<file path="src/logic/event_timer_pkg.sv">
package event_timer_pkg;

    // ----------------------------------------------------------------
    // Count clock selections
    // ----------------------------------------------------------------
    localparam logic [2:0] CSEL_MAIN      = 3'h0;
    localparam logic [2:0] CSEL_MAIN_DIV  = 3'h1;
    localparam logic [2:0] CSEL_T0_SUB    = 3'h3;
    localparam logic [2:0] CSEL_T0_MATCH  = 3'h4;
    localparam logic [2:0] CSEL_T0_WAVE   = 3'h5;
    localparam logic [2:0] CSEL_EXT       = 3'h2;
    localparam logic [2:0] CSEL_EXT_DIV2  = 3'h3;
    localparam logic [2:0] CSEL_EXT_DIV4  = 3'h4;
    localparam logic [2:0] CSEL_EXT_DIV8  = 3'h5;

    // ----------------------------------------------------------------
    // Operating modes
    // ----------------------------------------------------------------
    localparam logic [1:0] MODE_COUNTER   = 2'h0;
    localparam logic [1:0] MODE_PATTERN   = 2'h2;

    // ----------------------------------------------------------------
    // Prescaler width and taps; counter reset value
    // ----------------------------------------------------------------
    localparam int         MAIN_DIV_W     = 7;
    localparam int         TAP_DIV4       = 1;
    localparam int         TAP_DIV8       = 2;
    localparam int         TAP_DIV16      = 3;
    localparam int         TAP_DIV128     = 6;
    localparam logic [7:0] COUNT_RESET    = 8'h00;

endpackage

</file>
<file path="src/logic/event_timers.sv">
module event_timers (
    input  wire logic       clk_sys,
    input  wire logic       reset_n,
    input  wire logic       sub_clk_tick,
    input  wire logic       event_input_pin_a,
    input  wire logic       event_input_pin_c,
    input  wire logic       count_run_bit,
    input  wire logic       event_count_run_bit,
    input  wire logic       third_count_run_bit,
    input  wire logic [2:0] first_clksel,
    input  wire logic [2:0] second_clksel,
    input  wire logic [2:0] third_clksel,
    input  wire logic [1:0] first_opsel,
    input  wire logic [1:0] second_opsel,
    input  wire logic [1:0] third_opsel,
    input  wire logic [7:0] match_value_reg,
    input  wire logic [7:0] event_match_value_reg,
    input  wire logic [7:0] third_match_value_reg,
    output logic      [7:0] up_counter_value,
    output logic      [7:0] event_counter_value,
    output logic      [7:0] third_counter_value,
    output logic            match_irq,
    output logic            event_match_irq,
    output logic            third_match_irq
);

    // Square wave and pattern waveform outputs are not built
    typedef struct packed {
        logic [event_timer_pkg::MAIN_DIV_W-1:0] main_div;
        logic [1:0]                             pin_prev;
        logic [1:0][2:0]                        ext_div;
        logic [2:0][7:0]                        count;
        logic [2:0]                             irq;
        logic                                   second_wave;
    } state_t;

    state_t st_r;
    state_t st_nxt;

    // ----------------------------------------------------------------
    // Helpers
    // ----------------------------------------------------------------
    // Pulse when the divider bits up to the tap are all ones, just before they wrap
    function automatic logic div_tick(input logic [event_timer_pkg::MAIN_DIV_W-1:0] d,
                                      input int tap);
        logic hit;
        hit = 1'b1;
        for (int i = 0; i < event_timer_pkg::MAIN_DIV_W; i++) begin
            if (i <= tap && !d[i]) begin
                hit = 1'b0;
            end
        end
        return hit;
    endfunction

    // External selections shared by the two event timers
    function automatic logic ext_tick(input logic [2:0] sel, input logic edge_hit,
                                      input logic [2:0] div);
        logic t;
        t = 1'b0;
        unique case (sel)
            event_timer_pkg::CSEL_EXT:      t = edge_hit;
            event_timer_pkg::CSEL_EXT_DIV2: t = edge_hit && div[0];
            event_timer_pkg::CSEL_EXT_DIV4: t = edge_hit && (&div[1:0]);
            event_timer_pkg::CSEL_EXT_DIV8: t = edge_hit && (&div[2:0]);
            default:                        t = 1'b0;
        endcase
        return t;
    endfunction

    // Codes 01 and 11 are refused: the timer is held as if stopped
    function automatic logic mode_legal(input logic [1:0] m);
        return m == event_timer_pkg::MODE_COUNTER
            || m == event_timer_pkg::MODE_PATTERN;
    endfunction

    // ----------------------------------------------------------------
    // Next state
    // ----------------------------------------------------------------
    logic [2:0]       mode_ok;
    logic [2:0]       run;
    logic [2:0][7:0]  cmp;
    logic [2:0]       tick;
    logic [2:0]       hit;
    logic [1:0]       pin_now;
    logic [1:0]       edge_hit;
    logic [1:0][2:0]  sel_ev;

    always_comb begin
        // Pattern waveform is not built; its base counter still runs
        mode_ok = {mode_legal(third_opsel), mode_legal(second_opsel),
                   mode_legal(first_opsel)};
        run     = {third_count_run_bit, event_count_run_bit, count_run_bit} & mode_ok;
        cmp     = {third_match_value_reg, event_match_value_reg, match_value_reg};
        pin_now = {event_input_pin_c, event_input_pin_a};
        sel_ev  = {third_clksel, second_clksel};
        st_nxt  = st_r;
        st_nxt.main_div = st_r.main_div + 1'b1;
        st_nxt.pin_prev = pin_now;
        // Rising edge is the valid edge
        // Pins arrive synchronous, so one stage of history is enough
        edge_hit = pin_now & ~st_r.pin_prev;
        tick     = 3'b000;
        hit      = 3'b000;

        // ------------------------------------------------------------
        // Count clock selection
        // ------------------------------------------------------------
        // Second timer clock
        unique case (second_clksel)
            event_timer_pkg::CSEL_MAIN:     tick[1] = 1'b1;
            event_timer_pkg::CSEL_MAIN_DIV:
                tick[1] = div_tick(st_r.main_div, event_timer_pkg::TAP_DIV4);
            default: tick[1] = ext_tick(second_clksel, edge_hit[0], st_r.ext_div[0]);
        endcase

        // Third timer clock
        unique case (third_clksel)
            event_timer_pkg::CSEL_MAIN:     tick[2] = 1'b1;
            event_timer_pkg::CSEL_MAIN_DIV:
                tick[2] = div_tick(st_r.main_div, event_timer_pkg::TAP_DIV16);
            default: tick[2] = ext_tick(third_clksel, edge_hit[1], st_r.ext_div[1]);
        endcase

        // ------------------------------------------------------------
        // External prescalers
        // ------------------------------------------------------------
        // Cleared while stopped so a restart begins a whole divided period
        for (int k = 0; k < 2; k++) begin
            if (!run[k+1]) begin
                st_nxt.ext_div[k] = 3'h0;
            end else if (edge_hit[k] && sel_ev[k] != event_timer_pkg::CSEL_EXT) begin
                st_nxt.ext_div[k] = st_r.ext_div[k] + 1'b1;
            end
        end

        // ------------------------------------------------------------
        // Match detection
        // ------------------------------------------------------------
        // Second and third go first: the first timer may count the second's match
        for (int k = 1; k < 3; k++) begin
            hit[k] = run[k] && tick[k] && (st_r.count[k] == cmp[k]);
        end

        // First timer clock, including the second timer's match
        unique case (first_clksel)
            event_timer_pkg::CSEL_MAIN:     tick[0] = 1'b1;
            event_timer_pkg::CSEL_MAIN_DIV:
                tick[0] = div_tick(st_r.main_div, event_timer_pkg::TAP_DIV8);
            event_timer_pkg::CSEL_EXT:
                tick[0] = div_tick(st_r.main_div, event_timer_pkg::TAP_DIV128);
            event_timer_pkg::CSEL_T0_SUB:   tick[0] = sub_clk_tick;
            event_timer_pkg::CSEL_T0_MATCH: tick[0] = hit[1];
            // Output selection steps once per full output period
            event_timer_pkg::CSEL_T0_WAVE:  tick[0] = hit[1] && st_r.second_wave;
            default:                        tick[0] = 1'b0;
        endcase
        hit[0] = run[0] && tick[0] && (st_r.count[0] == cmp[0]);

        // ------------------------------------------------------------
        // Counters and match requests
        // ------------------------------------------------------------
        for (int k = 0; k < 3; k++) begin
            if (!run[k]) begin
                st_nxt.count[k] = event_timer_pkg::COUNT_RESET;
            end else if (hit[k]) begin
                st_nxt.count[k] = event_timer_pkg::COUNT_RESET;
            end else if (tick[k]) begin
                st_nxt.count[k] = st_r.count[k] + 1'b1;
            end
        end

        // One pulse per match; a match on every clock keeps it high
        st_nxt.irq = hit;

        // ------------------------------------------------------------
        // Second timer output
        // ------------------------------------------------------------
        // Internal only: toggles on match, low when stopped; no pin is driven
        if (!run[1]) begin
            st_nxt.second_wave = 1'b0;
        end else if (hit[1]) begin
            st_nxt.second_wave = !st_r.second_wave;
        end
    end

    // ----------------------------------------------------------------
    // State register
    // ----------------------------------------------------------------
    // Asynchronous clear; every field starts at zero
    always_ff @(posedge clk_sys or negedge reset_n) begin
        if (!reset_n) begin
            st_r <= '0;
        end else begin
            st_r <= st_nxt;
        end
    end

    // ----------------------------------------------------------------
    // Outputs
    // ----------------------------------------------------------------
    assign up_counter_value    = st_r.count[0];
    assign event_counter_value = st_r.count[1];
    assign third_counter_value = st_r.count[2];
    assign match_irq           = st_r.irq[0];
    assign event_match_irq     = st_r.irq[1];
    assign third_match_irq     = st_r.irq[2];

endmodule

</file>
<file path="config.mk">
export PLATFORM = sky130hd
export DESIGN_NAME = event_timers
export DESIGN_NICKNAME = d
export VERILOG_FILES = /design/src/logic/event_timer_pkg.sv /design/src/logic/event_timers.sv
export SDC_FILE = /design/constraint.sdc
export NUM_CORES = 1
export LEC_CHECK = 0
export BUFFER_PORTS_ARGS = -buffer_cell sky130_fd_sc_hd__buf_2
export CAP_MARGIN = 15
export CELL_PAD_IN_SITES_DETAIL_PLACEMENT = 2
export CELL_PAD_IN_SITES_GLOBAL_PLACEMENT = 2
export CORE_ASPECT_RATIO = 1.2
export CORE_UTILIZATION = 34
export CTS_BUF_LIST = sky130_fd_sc_hd__clkbuf_2
export DETAILED_ROUTE_END_ITERATION = 8
export PLACE_DENSITY = 0.93
export SLEW_MARGIN = 30
export SYNTH_ARGS = -nofsm -noshare
export SYNTH_HDL_FRONTEND = slang
export SYNTH_SLANG_ARGS = --single-unit
</file>
<file path="constraint.sdc">
create_clock -name clk_sys -period 5 [get_ports clk_sys]
set_input_delay 1.5 -clock clk_sys [delete_from_list [all_inputs] [get_ports clk_sys]]
set_output_delay 1.5 -clock clk_sys [all_outputs]
set_load 0.02 [all_outputs]
</file>
==> PnR_summary.wiki, run 1 <==
{| class="wikitable"
! Metric !! Value
|-
| Clk root buf || sky130_fd_sc_hd__clkbuf_2
|-
| Post-Route Skew || roughly 0.0090 ns
|-
| Area of the die || between 8000 and 9000 um^2
|-
| Period utilization || 0.648
|-
| Run status || completed
|-
| Iter 0 DRT Violations || between 60 and 70
|-
| Sequential fraction of design power || 0.612
|-
| Synthesized instance count || between 200 and 300
|-
| All-layer global routing usage || 0.187
|-
| Initial Utilization || 0.357
|-
| Top flip-flop cell by instance count after synthesis || sky130_fd_sc_hd__dfrtp_1
|-
| Number of nets with antenna violations after routing || 0
|-
| I/O pin cnt || 74
|-
| Total number of vias || between 2,000 and 2,500
|-
| Most common cell in the synthesized netlist || sky130_fd_sc_hd__dfrtp_1
|-
| Worst Max-Slew Pin Slew || approximately 0.7 ns
|-
| Sum of buffers and inverters on the critical path || 1
|-
| Number of flip-flops and latches in the synthesized netlist || 43
|-
| Standard cell core area || 7400 um^2
|-
| Clock Sinks || 43
|-
| Routability congestion estimate from global placement || roughly 0.74
|-
| Pin count of the biggest net entering global routing || 44
|-
| # nets final || slightly below 400
|-
| Clock Tree Buf Depth || 2
|-
| Total number of placement rows || 34
|-
| P&R area growth vs syn || 12.2%
|-
| Library cell with the largest summed area after synthesis || sky130_fd_sc_hd__dfrtp_1
|-
| Number of hold buffers added after cts || 0
|-
| Leakage dissipation || around 1.4 nW
|-
| Sw Ratio || 0.280
|-
| Min cycle time layout || 3.24 ns
|-
| Fmax || about 0.31 GHz
|-
| Port bufs || 70
|-
| Worst min-delay path category || reg2reg
|-
| Final max-slew violation count || 0
|-
| Share of flip-flops with an asynchronous set or reset || 1.00
|-
| CP max stage cell || sky130_fd_sc_hd__or4_4
|-
| Height of the die || approximately 99 um
|-
| Total standard cell area after synthesis || between 2000 and 3000 um^2
|-
| Largest delay share family, worst path || simple AND/OR/NAND/NOR gates
|-
| Post-place setup slack || 1.34 ns
|-
| Number of synthesized flops with an enable pin || 0
|-
| Clock latency reported for the late side of the worst-skew pair || ~0.40 ns
|-
| Worst EP required || roughly 5.4 ns
|-
| Detailed-placement wirelength estimate || 5.38 mm
|-
| Synthesized Nets || roughly 350
|-
| Clock network fraction of total power || 0.266
|-
| Antenna Cells || 0
|-
| Setup_tns || 0 ns
|-
| Resized cells post-CTS || 0
|-
| Mean instance size in the synthesized netlist || 9.03 um^2
|-
| Endpoints failing hold || 0
|-
| Switching Power || 0.162 mW
|-
| # setup viols final || 0
|-
| Final core utilization || 0.401
|-
| Detail-routed net length per standard cell || approximately 16 um
|-
| Register clock-pin slew on the reported worst setup and hold paths || approximately 0.22 ns
|-
| CP startpoint kind || primary input
|-
| Commonest cells in the synthesized netlist || sky130_fd_sc_hd__dfrtp_1, sky130_fd_sc_hd__nor2_1, sky130_fd_sc_hd__a21oi_1, sky130_fd_sc_hd__buf_4, sky130_fd_sc_hd__xnor2_1
|-
| Average vias per placed instance || roughly 5.3
|-
| Ranking of synthesized cells by area || sky130_fd_sc_hd__dfrtp_1, sky130_fd_sc_hd__xnor2_1, sky130_fd_sc_hd__buf_4
|-
| Power density over the cells || roughly 190 nW/um^2
|-
| Crit path max fanout || 12
|-
| Number of clock buffers inserted by TritonCTS || 5
|-
| Proportion of power drawn by combinational gates || 0.123
|-
| Initial antenna violation count || 0
|-
| Crit Path Class || in2reg
|-
| Post-synthesis cell type count || 31
|-
| Width of the die || between 80 and 90 um
|-
| Vias in the first global route || ~2,500
|-
| Critical path cell sequence || buf_2, xnor2_1, nand3_1, or4_4, o32a_1, nand2b_1, o22ai_1
|-
| PnR worst setup slack || around 1.8 ns
|-
| Fill cell count || ~860
|-
| 1st-pass router iterations || 4
|-
| Proportion of netlist area held by the largest area contributor || 0.407
|-
| Arr. time, crit path || approximately 3.6 ns
|-
| Htree depth || 2
|-
| Wire length reported by the detailed router || 6.94 mm
|-
| TritonCTS clock tree || yes
|-
| Slowest Stage Delay on Critical Path || approximately 0.58 ns
|-
| Post-CTS setup buffers || 0
|-
| Total of max-cap violations || 0
|-
| Ratio of cells with drive above 1 in the final layout || 0.242
|-
| Proportion of synthesized chip area in sequential cells || 0.407
|-
| Int Pwr || roughly 0.42 mW
|-
| Total congestion overflow after global routing || 0
|-
| Unrepaired setup endpoints after global routing || false
|-
| Max-slew headroom || 0.538
|-
| Global-route wire length before repair || 11.8 mm
|-
| Endpoint kind of the worst setup timing path || register
|-
| Yosys synthesis warning count || 0
|-
| Peak supply drop || roughly 0.067 mV
|-
| DRC violations left || 0
|}
cells by family (layout without fill, tap and decap cells):
group | count (synthesis) | after routing | synth area share
multiplexers | 7 | 7 | 0.0265
adder cells (fa/ha/maj) | 9 | 9 | 0.0426
buffers and inverters | 36 | 86 | 0.0856
XOR/XNOR | 32 | 32 | 0.106
flip-flops | 43 | 43 | 0.407
AND/OR/NAND/NOR | 117 | 117 | 0.230
AO/OA/AOI/OAI | 49 | 49 | 0.103
per-layer routing:
metal	wire length, um	GRT usage	up-vias
met2	3820	0.341	40
met3	193	0.0287	8
met1	2820	0.222	1140
met4	106	0.0544	0
met5	0	0	-
li1	-	-	1086
power groups by stage:
stage               sequential [mW]  clock [mW]  combinational, mW
CTS                           0.353       0.162             0.0725
global route                  0.354       0.177             0.0802
global placement              0.359           0             0.0684
floorplan                     0.359           0             0.0349
finish                        0.353       0.153             0.0709
detailed placement            0.359           0             0.0725
worst reg2reg max path, stage by stage (launching register included):
cell	delay [ns]
sky130_fd_sc_hd__dfrtp_1	0.45
sky130_fd_sc_hd__ha_1	0.19
sky130_fd_sc_hd__ha_1	0.15
sky130_fd_sc_hd__mux2i_1	0.07
sky130_fd_sc_hd__nor4b_1	0.25
sky130_fd_sc_hd__nor3_1	0.09
sky130_fd_sc_hd__buf_4	0.19
sky130_fd_sc_hd__o32a_1	0.52
sky130_fd_sc_hd__nand2b_1	0.34
sky130_fd_sc_hd__o22ai_1	0.22
layout make-up:
type                       instances  area (um^2)  area share
clock buffer                       6         30.0      0.0101
clock inverter                     2         12.5     0.00422
inverter                           7         26.3     0.00886
multi-input combinational        214         1350       0.455
sequential                        43         1080       0.363
tap                               90          113      0.0380
timing repair buffer              71          360       0.121
through the flow:
step	cells	total power, mW	hold WS, ns	area [um^2]
final	433	0.578	0.493	2970
after detailed placement	425	0.432	0.467	2920
after global routing	433	0.611	0.519	2970
after floorplan	293	0.393	0.421	2650
after global placement	425	0.428	0.435	2920
after CTS	433	0.588	0.497	2960
path summary, 6_finish.rpt:
path	slack, ns	startpoint	end	depth (start not counted)
hold reg to reg	0.49	st_r[36]	st_r[36]	1
setup reg to reg	2.48	st_r[28]	up_counter_value[6]	9
min in group asynchronous	1.05	reset_n	third_counter_value[0]	1
setup / recovery	1.76	event_match_value_reg[7]	up_counter_value[6]	7
max in group asynchronous	3.56	reset_n	st_r[34]	1
hold / removal	0.49	st_r[36]	st_r[36]	1
cells in the final DEF, fill, tap and decap left out, drive strengths merged, types with 4 or more instances in the layout:
master / count
mux2i: 7
buf: 71
nor4: 4
a211oi: 4
nor2b: 5
xor2: 11
inv: 7
nand2b: 10
clkbuf: 6
nor3: 6
o21ai: 11
o22ai: 6
nand3: 12
dfrtp: 43
xnor2: 21
nand2: 20
ha: 9
nor2: 30
a21oi: 26
or3: 6
nand3b: 8
and3: 5
state kept, by name, summed over array words and instances, names as in the netlist:
name,count
event_counter_value,8
event_match_irq,1
match_irq,1
st_r,16
third_counter_value,8
third_match_irq,1
up_counter_value,8
Power figures use the tool's default switching activity.
==> inputs of run 2 (changes only) <==
- ABC_AREA: default -> 1
- CORE_UTILIZATION: 34 -> 28
- PLACE_DENSITY: 0.93 -> 0.84
- clock period: 5 -> 2.8 ns (I/O delays scaled with it)
==> run 2 against run 1 <==
Die area increased by 37%. Combinational power increased by 120%. Clock skew is 0.015 ns higher. Global-route usage down 4.0 points. Synthesized cell count rose by 35%. Via count grew 21%.
==> PnR_summary.wiki, run 2 <==
{| class="wikitable"
! Metric !! Value
|-
| Run status || completed
|-
| Total congestion overflow after global routing || 0
|-
| Register clock-pin slew on the reported worst setup and hold paths || about 0.24 ns
|-
| Clock latency reported for the late side of the worst-skew pair || 0.42 ns
|-
| Port bufs || 70
|-
| TritonCTS clock tree || yes
|-
| Clock Sinks || between 40 and 50
|-
| CP max stage cell || sky130_fd_sc_hd__dfrtp_1
|-
| Final max-slew violation count || 0
|-
| Post-Route Skew || roughly 0.024 ns
|-
| Worst Max-Slew Pin Slew || 0.625 ns
|-
| Synthesized Nets || between 400 and 500
|-
| Initial antenna violation count || 0
|-
| Max-slew headroom || 0.581
|-
| Post-CTS setup buffers || 0
|-
| Leakage dissipation || 1.86 nW
|-
| Share of flip-flops with an asynchronous set or reset || 1.00
|-
| Proportion of netlist area held by the largest area contributor || 0.358
|-
| Number of nets with antenna violations after routing || 0
|-
| Resized cells post-CTS || 0
|-
| Most common cell in the synthesized netlist || sky130_fd_sc_hd__nand2_1
|-
| Iter 0 DRT Violations || 54
|-
| Global-route wire length before repair || 13.5 mm
|-
| All-layer global routing usage || 0.147
|-
| Htree depth || 2
|-
| Most frequent standard cell in the layout excluding fill and tap cells || sky130_fd_sc_hd__nand2_1
|-
| Sum of buffers and inverters on the critical path || 1
|-
| Ranking of synthesized cells by area || sky130_fd_sc_hd__dfrtp_1, sky130_fd_sc_hd__nand2_1, sky130_fd_sc_hd__xor2_1
|-
| Routability congestion estimate from global placement || roughly 0.78
|-
| Endpoint kind of the worst setup timing path || primary output
|-
| 1st-pass router iterations || 4
|-
| Peak supply drop || 0.130 mV
|-
| Met3 wire length || 195 um
|-
| Register area || approximately 1100 um^2
|-
| Top flip-flop cell by instance count after synthesis || sky130_fd_sc_hd__dfrtp_1
|-
| Register bank with the most flops || st_r
|-
| Unrepaired setup endpoints after global routing || false
|-
| Highest metal layer with signal wires || met4
|-
| Min cycle time layout || ~2.0 ns
|-
| P&R area growth vs syn || 12.4%
|-
| Detail-routed net length per standard cell || around 14 um
|-
| I/O pin cnt || 74
|-
| Clock Tree Buf Depth || 2
|-
| Initial Utilization || 0.287
|-
| CP startpoint kind || register
|-
| Slowest Stage Delay on Critical Path || roughly 0.55 ns
|-
| Routed met2 length || between 4 and 5 mm
|-
| Total standard cell area after synthesis || ~3000 um^2
|-
| Max reg flops || 16
|-
| Worst min-delay path category || in2async
|-
| Ratio of cells with drive above 1 in the final layout || 0.223
|-
| Standard cell core area || between 10,000 and 15,000 um^2
|-
| Met1 wire length || between 3 and 4 mm
|-
| Height of the die || roughly 120 um
|-
| Synthesized instance count || just under 400
|-
| Period utilization || 0.719
|-
| Mean instance size in the synthesized netlist || about 7.6 um^2
|-
| Number of hold buffers added after cts || 0
|-
| Library cell with the largest summed area after synthesis || sky130_fd_sc_hd__dfrtp_1
|-
| Average vias per placed instance || 4.77
|-
| Arr. time, crit path || approximately 1.2 ns
|-
| Width of the die || 96.6 um
|-
| Crit Path Class || reg2out
|-
| Power density over the cells || around 310 nW/um^2
|-
| Pin count of the biggest net entering global routing || 18
|-
| Commonest cells in the synthesized netlist || sky130_fd_sc_hd__nand2_1, sky130_fd_sc_hd__inv_1, sky130_fd_sc_hd__dfrtp_1, sky130_fd_sc_hd__nand3_1, sky130_fd_sc_hd__nor2_1
|-
| DRC violations left || 0
|-
| Number of clock buffers inserted by TritonCTS || 5
|-
| # nets final || just over 500
|-
| # setup viols final || 0
|-
| Antenna Cells || 0
|-
| Crit path max fanout || 7
|-
| Endpoints failing hold || 0
|-
| Area used by multi-input combinational logic || between 1500 and 2000 um^2
|-
| Number of flip-flops and latches in the synthesized netlist || 43
|-
| Fmax || around 0.50 GHz
|-
| Total of max-cap violations || 0
|-
| Clk root buf || sky130_fd_sc_hd__clkbuf_2
|-
| Final core utilization || 0.323
|-
| Post-synthesis cell type count || 33
|-
| Largest delay share family, worst path || flip-flops
|-
| Proportion of synthesized chip area in sequential cells || 0.358
|-
| Vias in the first global route || 2,975
|-
| Area of the die || between 10,000 and 15,000 um^2
|-
| Critical path cell sequence || buf_2
|-
| Fill cell count || around 1,300
|-
| Most frequent cells in the layout || sky130_fd_sc_hd__nand2_1, sky130_fd_sc_hd__buf_2, sky130_fd_sc_hd__inv_1
|-
| Setup_tns || 0 ns
|-
| Worst EP required || 1.96 ns
|-
| Number of synthesized flops with an enable pin || 0
|-
| Total number of placement rows || between 40 and 50
|-
| Wire length reported by the detailed router || roughly 8 mm
|-
| Detailed-placement wirelength estimate || approximately 6.6 mm
|-
| Smallest hold slack || approximately 0.28 ns
|-
| Total number of vias || around 2,800
|-
| Yosys synthesis warning count || 0
|}
run 2: cell type report:
| class | count | share of cell area |
|---|---|---|
| clock inverter | 2 | 0.00222 |
| clock buffer | 6 | 0.00888 |
| tap | 129 | 0.0477 |
| multi-input combinational | 267 | 0.447 |
| sequential | 43 | 0.318 |
| timing repair buffer | 75 | 0.115 |
| inverter | 55 | 0.0610 |
run 2: routing by layer:
metal / global-route usage / up-vias
met5: 0 / -
met4: 0.0328 / 0
met3: 0.0241 / 5
met2: 0.292 / 44
met1: 0.164 / 1352
li1: - / 1350
run 2: metrics by stage:
step | worst slack [ns] | power, mW | instances | instance area (um^2)
detailed placement | 0.453 | 0.801 | 569 | 3340
CTS | 0.737 | 1.08 | 577 | 3380
finish | 0.786 | 1.06 | 577 | 3380
global route | 0.564 | 1.12 | 577 | 3380
global placement | 0.560 | 0.790 | 569 | 3340
floorplan | 0.920 | 0.722 | 396 | 3010
run 2: logic make-up after synthesis:
kind of cell,count (synthesis),share of synthesized area
flops,43,0.358
simple gates,199,0.313
xor+xnor,33,0.0961
buf+inv,86,0.139
mux,1,0.00333
compound gates,25,0.0532
fa+ha+maj,9,0.0374
run 2: power breakdown:
group          switching (mW)  internal [mW]
combinational          0.0969         0.0576
clock                   0.210         0.0601
sequential            0.00476          0.627
total                   0.311          0.745
run 2: path summary, 6_finish.rpt:
| check | startpoint | end | slack, ns | cells past startpoint |
|---|---|---|---|---|
| hold reg to reg | st_r[36] | st_r[36] | 0.47 | 1 |
| setup / recovery | up_counter_value[4] | up_counter_value[4] | 0.79 | 1 |
| setup reg to reg | st_r[28] | up_counter_value[2] | 0.79 | 12 |
| min in group clk_sys | st_r[36] | st_r[36] | 0.47 | 1 |
| hold / removal | reset_n | event_match_irq | 0.28 | 1 |
| max in group asynchronous | reset_n | up_counter_value[0] | 1.95 | 2 |
==> inputs of run 3 (changes only) <==
- clock period: 2.8 -> 1.85 ns (I/O delays scaled with it)
==> run 3 against run 2 <==
Non-clock buffer count rose by 16. Combinational power rose by 72%. Global-route usage rose by 1.3 points. Count of clock-buffer cells in the layout fell by 1. Cell count rose by 2.8%. Power rose by 68%. Critical path depth rose by 8. The run now ends with negative setup slack left. Sequential share of layout area fell by 2.1 points. First-iteration DRC count rose by 33%. Via count rose by 4.7%. Register-to-register slack got worse by 0.82 ns.
==> PnR_summary.wiki, run 3 (synthesis gave the netlist of run 2 again) <==
{| class="wikitable"
! Metric !! Value
|-
| Run status || finished with violations
|-
| Failing checks || negative setup slack
|-
| DP Area || 3380 um^2
|-
| All-layer global routing usage || 0.160
|-
| Endpoint kind of the worst setup timing path || register
|-
| Final total power || roughly 1.8 mW
|-
| Final max-slew violation count || 0
|-
| Crit path max fanout || 9
|-
| Port bufs || 70
|-
| Sw Ratio || 0.282
|-
| Power density over the cells || around 490 nW/um^2
|-
| Setup_tns || -0.0797 ns
|-
| Leakage dissipation || 1.96 nW
|-
| Initial antenna violation count || 0
|-
| Clk root buf || sky130_fd_sc_hd__clkbuf_2
|-
| TritonCTS clock tree || yes
|-
| Peak supply drop || 0.334 mV
|-
| Htree depth || 2
|-
| Clock Tree Buf Depth || 2
|-
| Antenna Cells || 0
|-
| Initial Utilization || 0.287
|-
| DRC violations left || 0
|-
| Total number of placement rows || 41
|-
| Clock latency reported for the late side of the worst-skew pair || about 0.43 ns
|-
| Average vias per placed instance || 4.86
|-
| Sequential fraction of design power || 0.539
|-
| Width of the die || 96.6 um
|-
| Total number of vias || approximately 2,900
|-
| Worst EP required || 2.19 ns
|-
| Unrepaired setup endpoints after global routing || true
|-
| Post-layout instance area || around 3600 um^2
|-
| I/O pin cnt || 74
|-
| CP startpoint kind || register
|-
| Period utilization || 1.02
|-
| Worst min-delay path category || in2async
|-
| Max-slew headroom || 0.680
|-
| Iter 0 DRT Violations || 72
|-
| Busiest layer in global routing || met2
|-
| Int Pwr || 1.27 mW
|-
| Clock network fraction of total power || 0.312
|-
| Global-route wire length before repair || ~15 mm
|-
| Clock Sinks || between 40 and 50
|-
| Worst Max-Slew Pin Slew || between 0.4 and 0.5 ns
|-
| Vias in the first global route || between 3,000 and 4,000
|-
| Proportion of power drawn by combinational gates || 0.149
|-
| Detail-routed net length per standard cell || roughly 15 um
|-
| Endpoints failing hold || 0
|-
| Switching Power || ~0.5 mW
|-
| Wire length reported by the detailed router || 8.87 mm
|-
| Area of the die || 11,200 um^2
|-
| Detailed-placement wirelength estimate || approximately 6.9 mm
|-
| Number of clock buffers inserted by TritonCTS || 5
|-
| Min cycle time layout || ~1.9 ns
|-
| 1st-pass router iterations || 4
|-
| Pin count of the biggest net entering global routing || 19
|-
| Most frequent cells in the layout || sky130_fd_sc_hd__nand2_1, sky130_fd_sc_hd__buf_2, sky130_fd_sc_hd__inv_1
|-
| Global-route met1 utilization || 0.171
|-
| Most frequent standard cell in the layout excluding fill and tap cells || sky130_fd_sc_hd__nand2_1
|-
| Final core utilization || 0.346
|-
| Total of max-cap violations || 0
|-
| # nets final || just over 500
|-
| Met2 usage || 0.324
|-
| Register clock-pin slew on the reported worst setup and hold paths || between 0.2 and 0.25 ns
|-
| Global-route track usage on met3 || 0.0199
|-
| Max reg flops || 16
|-
| Total congestion overflow after global routing || 0
|-
| Number of hold buffers added after cts || 0
|-
| Arr. time, crit path || about 2.2 ns
|-
| Fmax || ~0.53 GHz
|-
| # setup viols final || 5
|-
| Number of nets with antenna violations after routing || 0
|-
| Register bank with the most flops || st_r
|-
| Crit Path Class || reg2reg
|-
| PnR worst setup slack || -0.0330 ns
|-
| Routability congestion estimate from global placement || ~0.77
|-
| Standard cell core area || around 10,000 um^2
|-
| Post-Route Skew || approximately 0.024 ns
|-
| Height of the die || 116 um
|-
| Ratio of cells with drive above 1 in the final layout || 0.287
|-
| P&R area growth vs syn || 20.5%
|}
run 3: power by group through the flow:
| stage | Clock [mW] | Sequential, mW | Combinational (mW) |
|---|---|---|---|
| floorplan | 0 | 0.970 | 0.122 |
| global placement | 0 | 0.972 | 0.229 |
| detailed placement | 0 | 0.973 | 0.246 |
| CTS | 0.575 | 0.957 | 0.255 |
| global route | 0.620 | 0.958 | 0.295 |
| finish | 0.553 | 0.956 | 0.265 |
run 3: critical path, stage by stage (launching register included):
cell,delay (ns)
sky130_fd_sc_hd__dfrtp_1,0.45
sky130_fd_sc_hd__ha_1,0.23
sky130_fd_sc_hd__ha_2,0.21
sky130_fd_sc_hd__nor2_1,0.17
sky130_fd_sc_hd__o21ai_0,0.13
sky130_fd_sc_hd__o21ai_2,0.23
sky130_fd_sc_hd__buf_6,0.16
sky130_fd_sc_hd__nand2_8,0.08
sky130_fd_sc_hd__nand3_1,0.08
sky130_fd_sc_hd__nand2_1,0.07
run 3: layout make-up:
type                            count  area, um^2
Clock inverter                      3        38.8
Clock buffer                        5        25.0
Inverter                           55         206
Multi-Input combinational cell    267        1590
Fill cell                        1231        6840
Tap cell                          129         161
Sequential cell                    43        1080
Timing Repair Buffer               91         523
run 3: what timing repair did:
action                     in CTS  in global routing
resized for setup               6                 20
setup endpoints to repair      22                 25
pin swaps                       2                 13
hold endpoints to repair        0                  0
buffers inserted                3                  8
run 3: layer usage:
metal	up-vias	wire [um]
li1	1388	-
met1	1430	3380
met2	50	5100
met3	12	214
met4	0	172
met5	-	0
run 3: path summary, 6_finish.rpt:
check | start | to | slack, ns | depth (start not counted)
worst max-delay path | st_r[36] | up_counter_value[1] | -0.03 | 9
worst min-delay path | reset_n | up_counter_value[0] | 0.05 | 1
worst max register to register | st_r[36] | up_counter_value[1] | -0.03 | 9
worst min register to register | st_r[41] | st_r[41] | 0.49 | 1
max in group asynchronous | reset_n | st_r[36] | 1.22 | 2
min in group clk_sys | event_input_pin_a | st_r[34] | 0.23 | 1
run 3: through the flow:
stage | hold WS [ns] | worst slack (ns) | instances
3_3_place_gp | 0.434 | -0.00710 | 574
5_1_grt | 0.0292 | -0.162 | 593
3_5_place_dp | 0.462 | -0.136 | 574
2_1_floorplan | 0.259 | 0.221 | 396
6_report | 0.0475 | -0.0330 | 593
4_1_cts | 0.0362 | 0.0000384 | 585
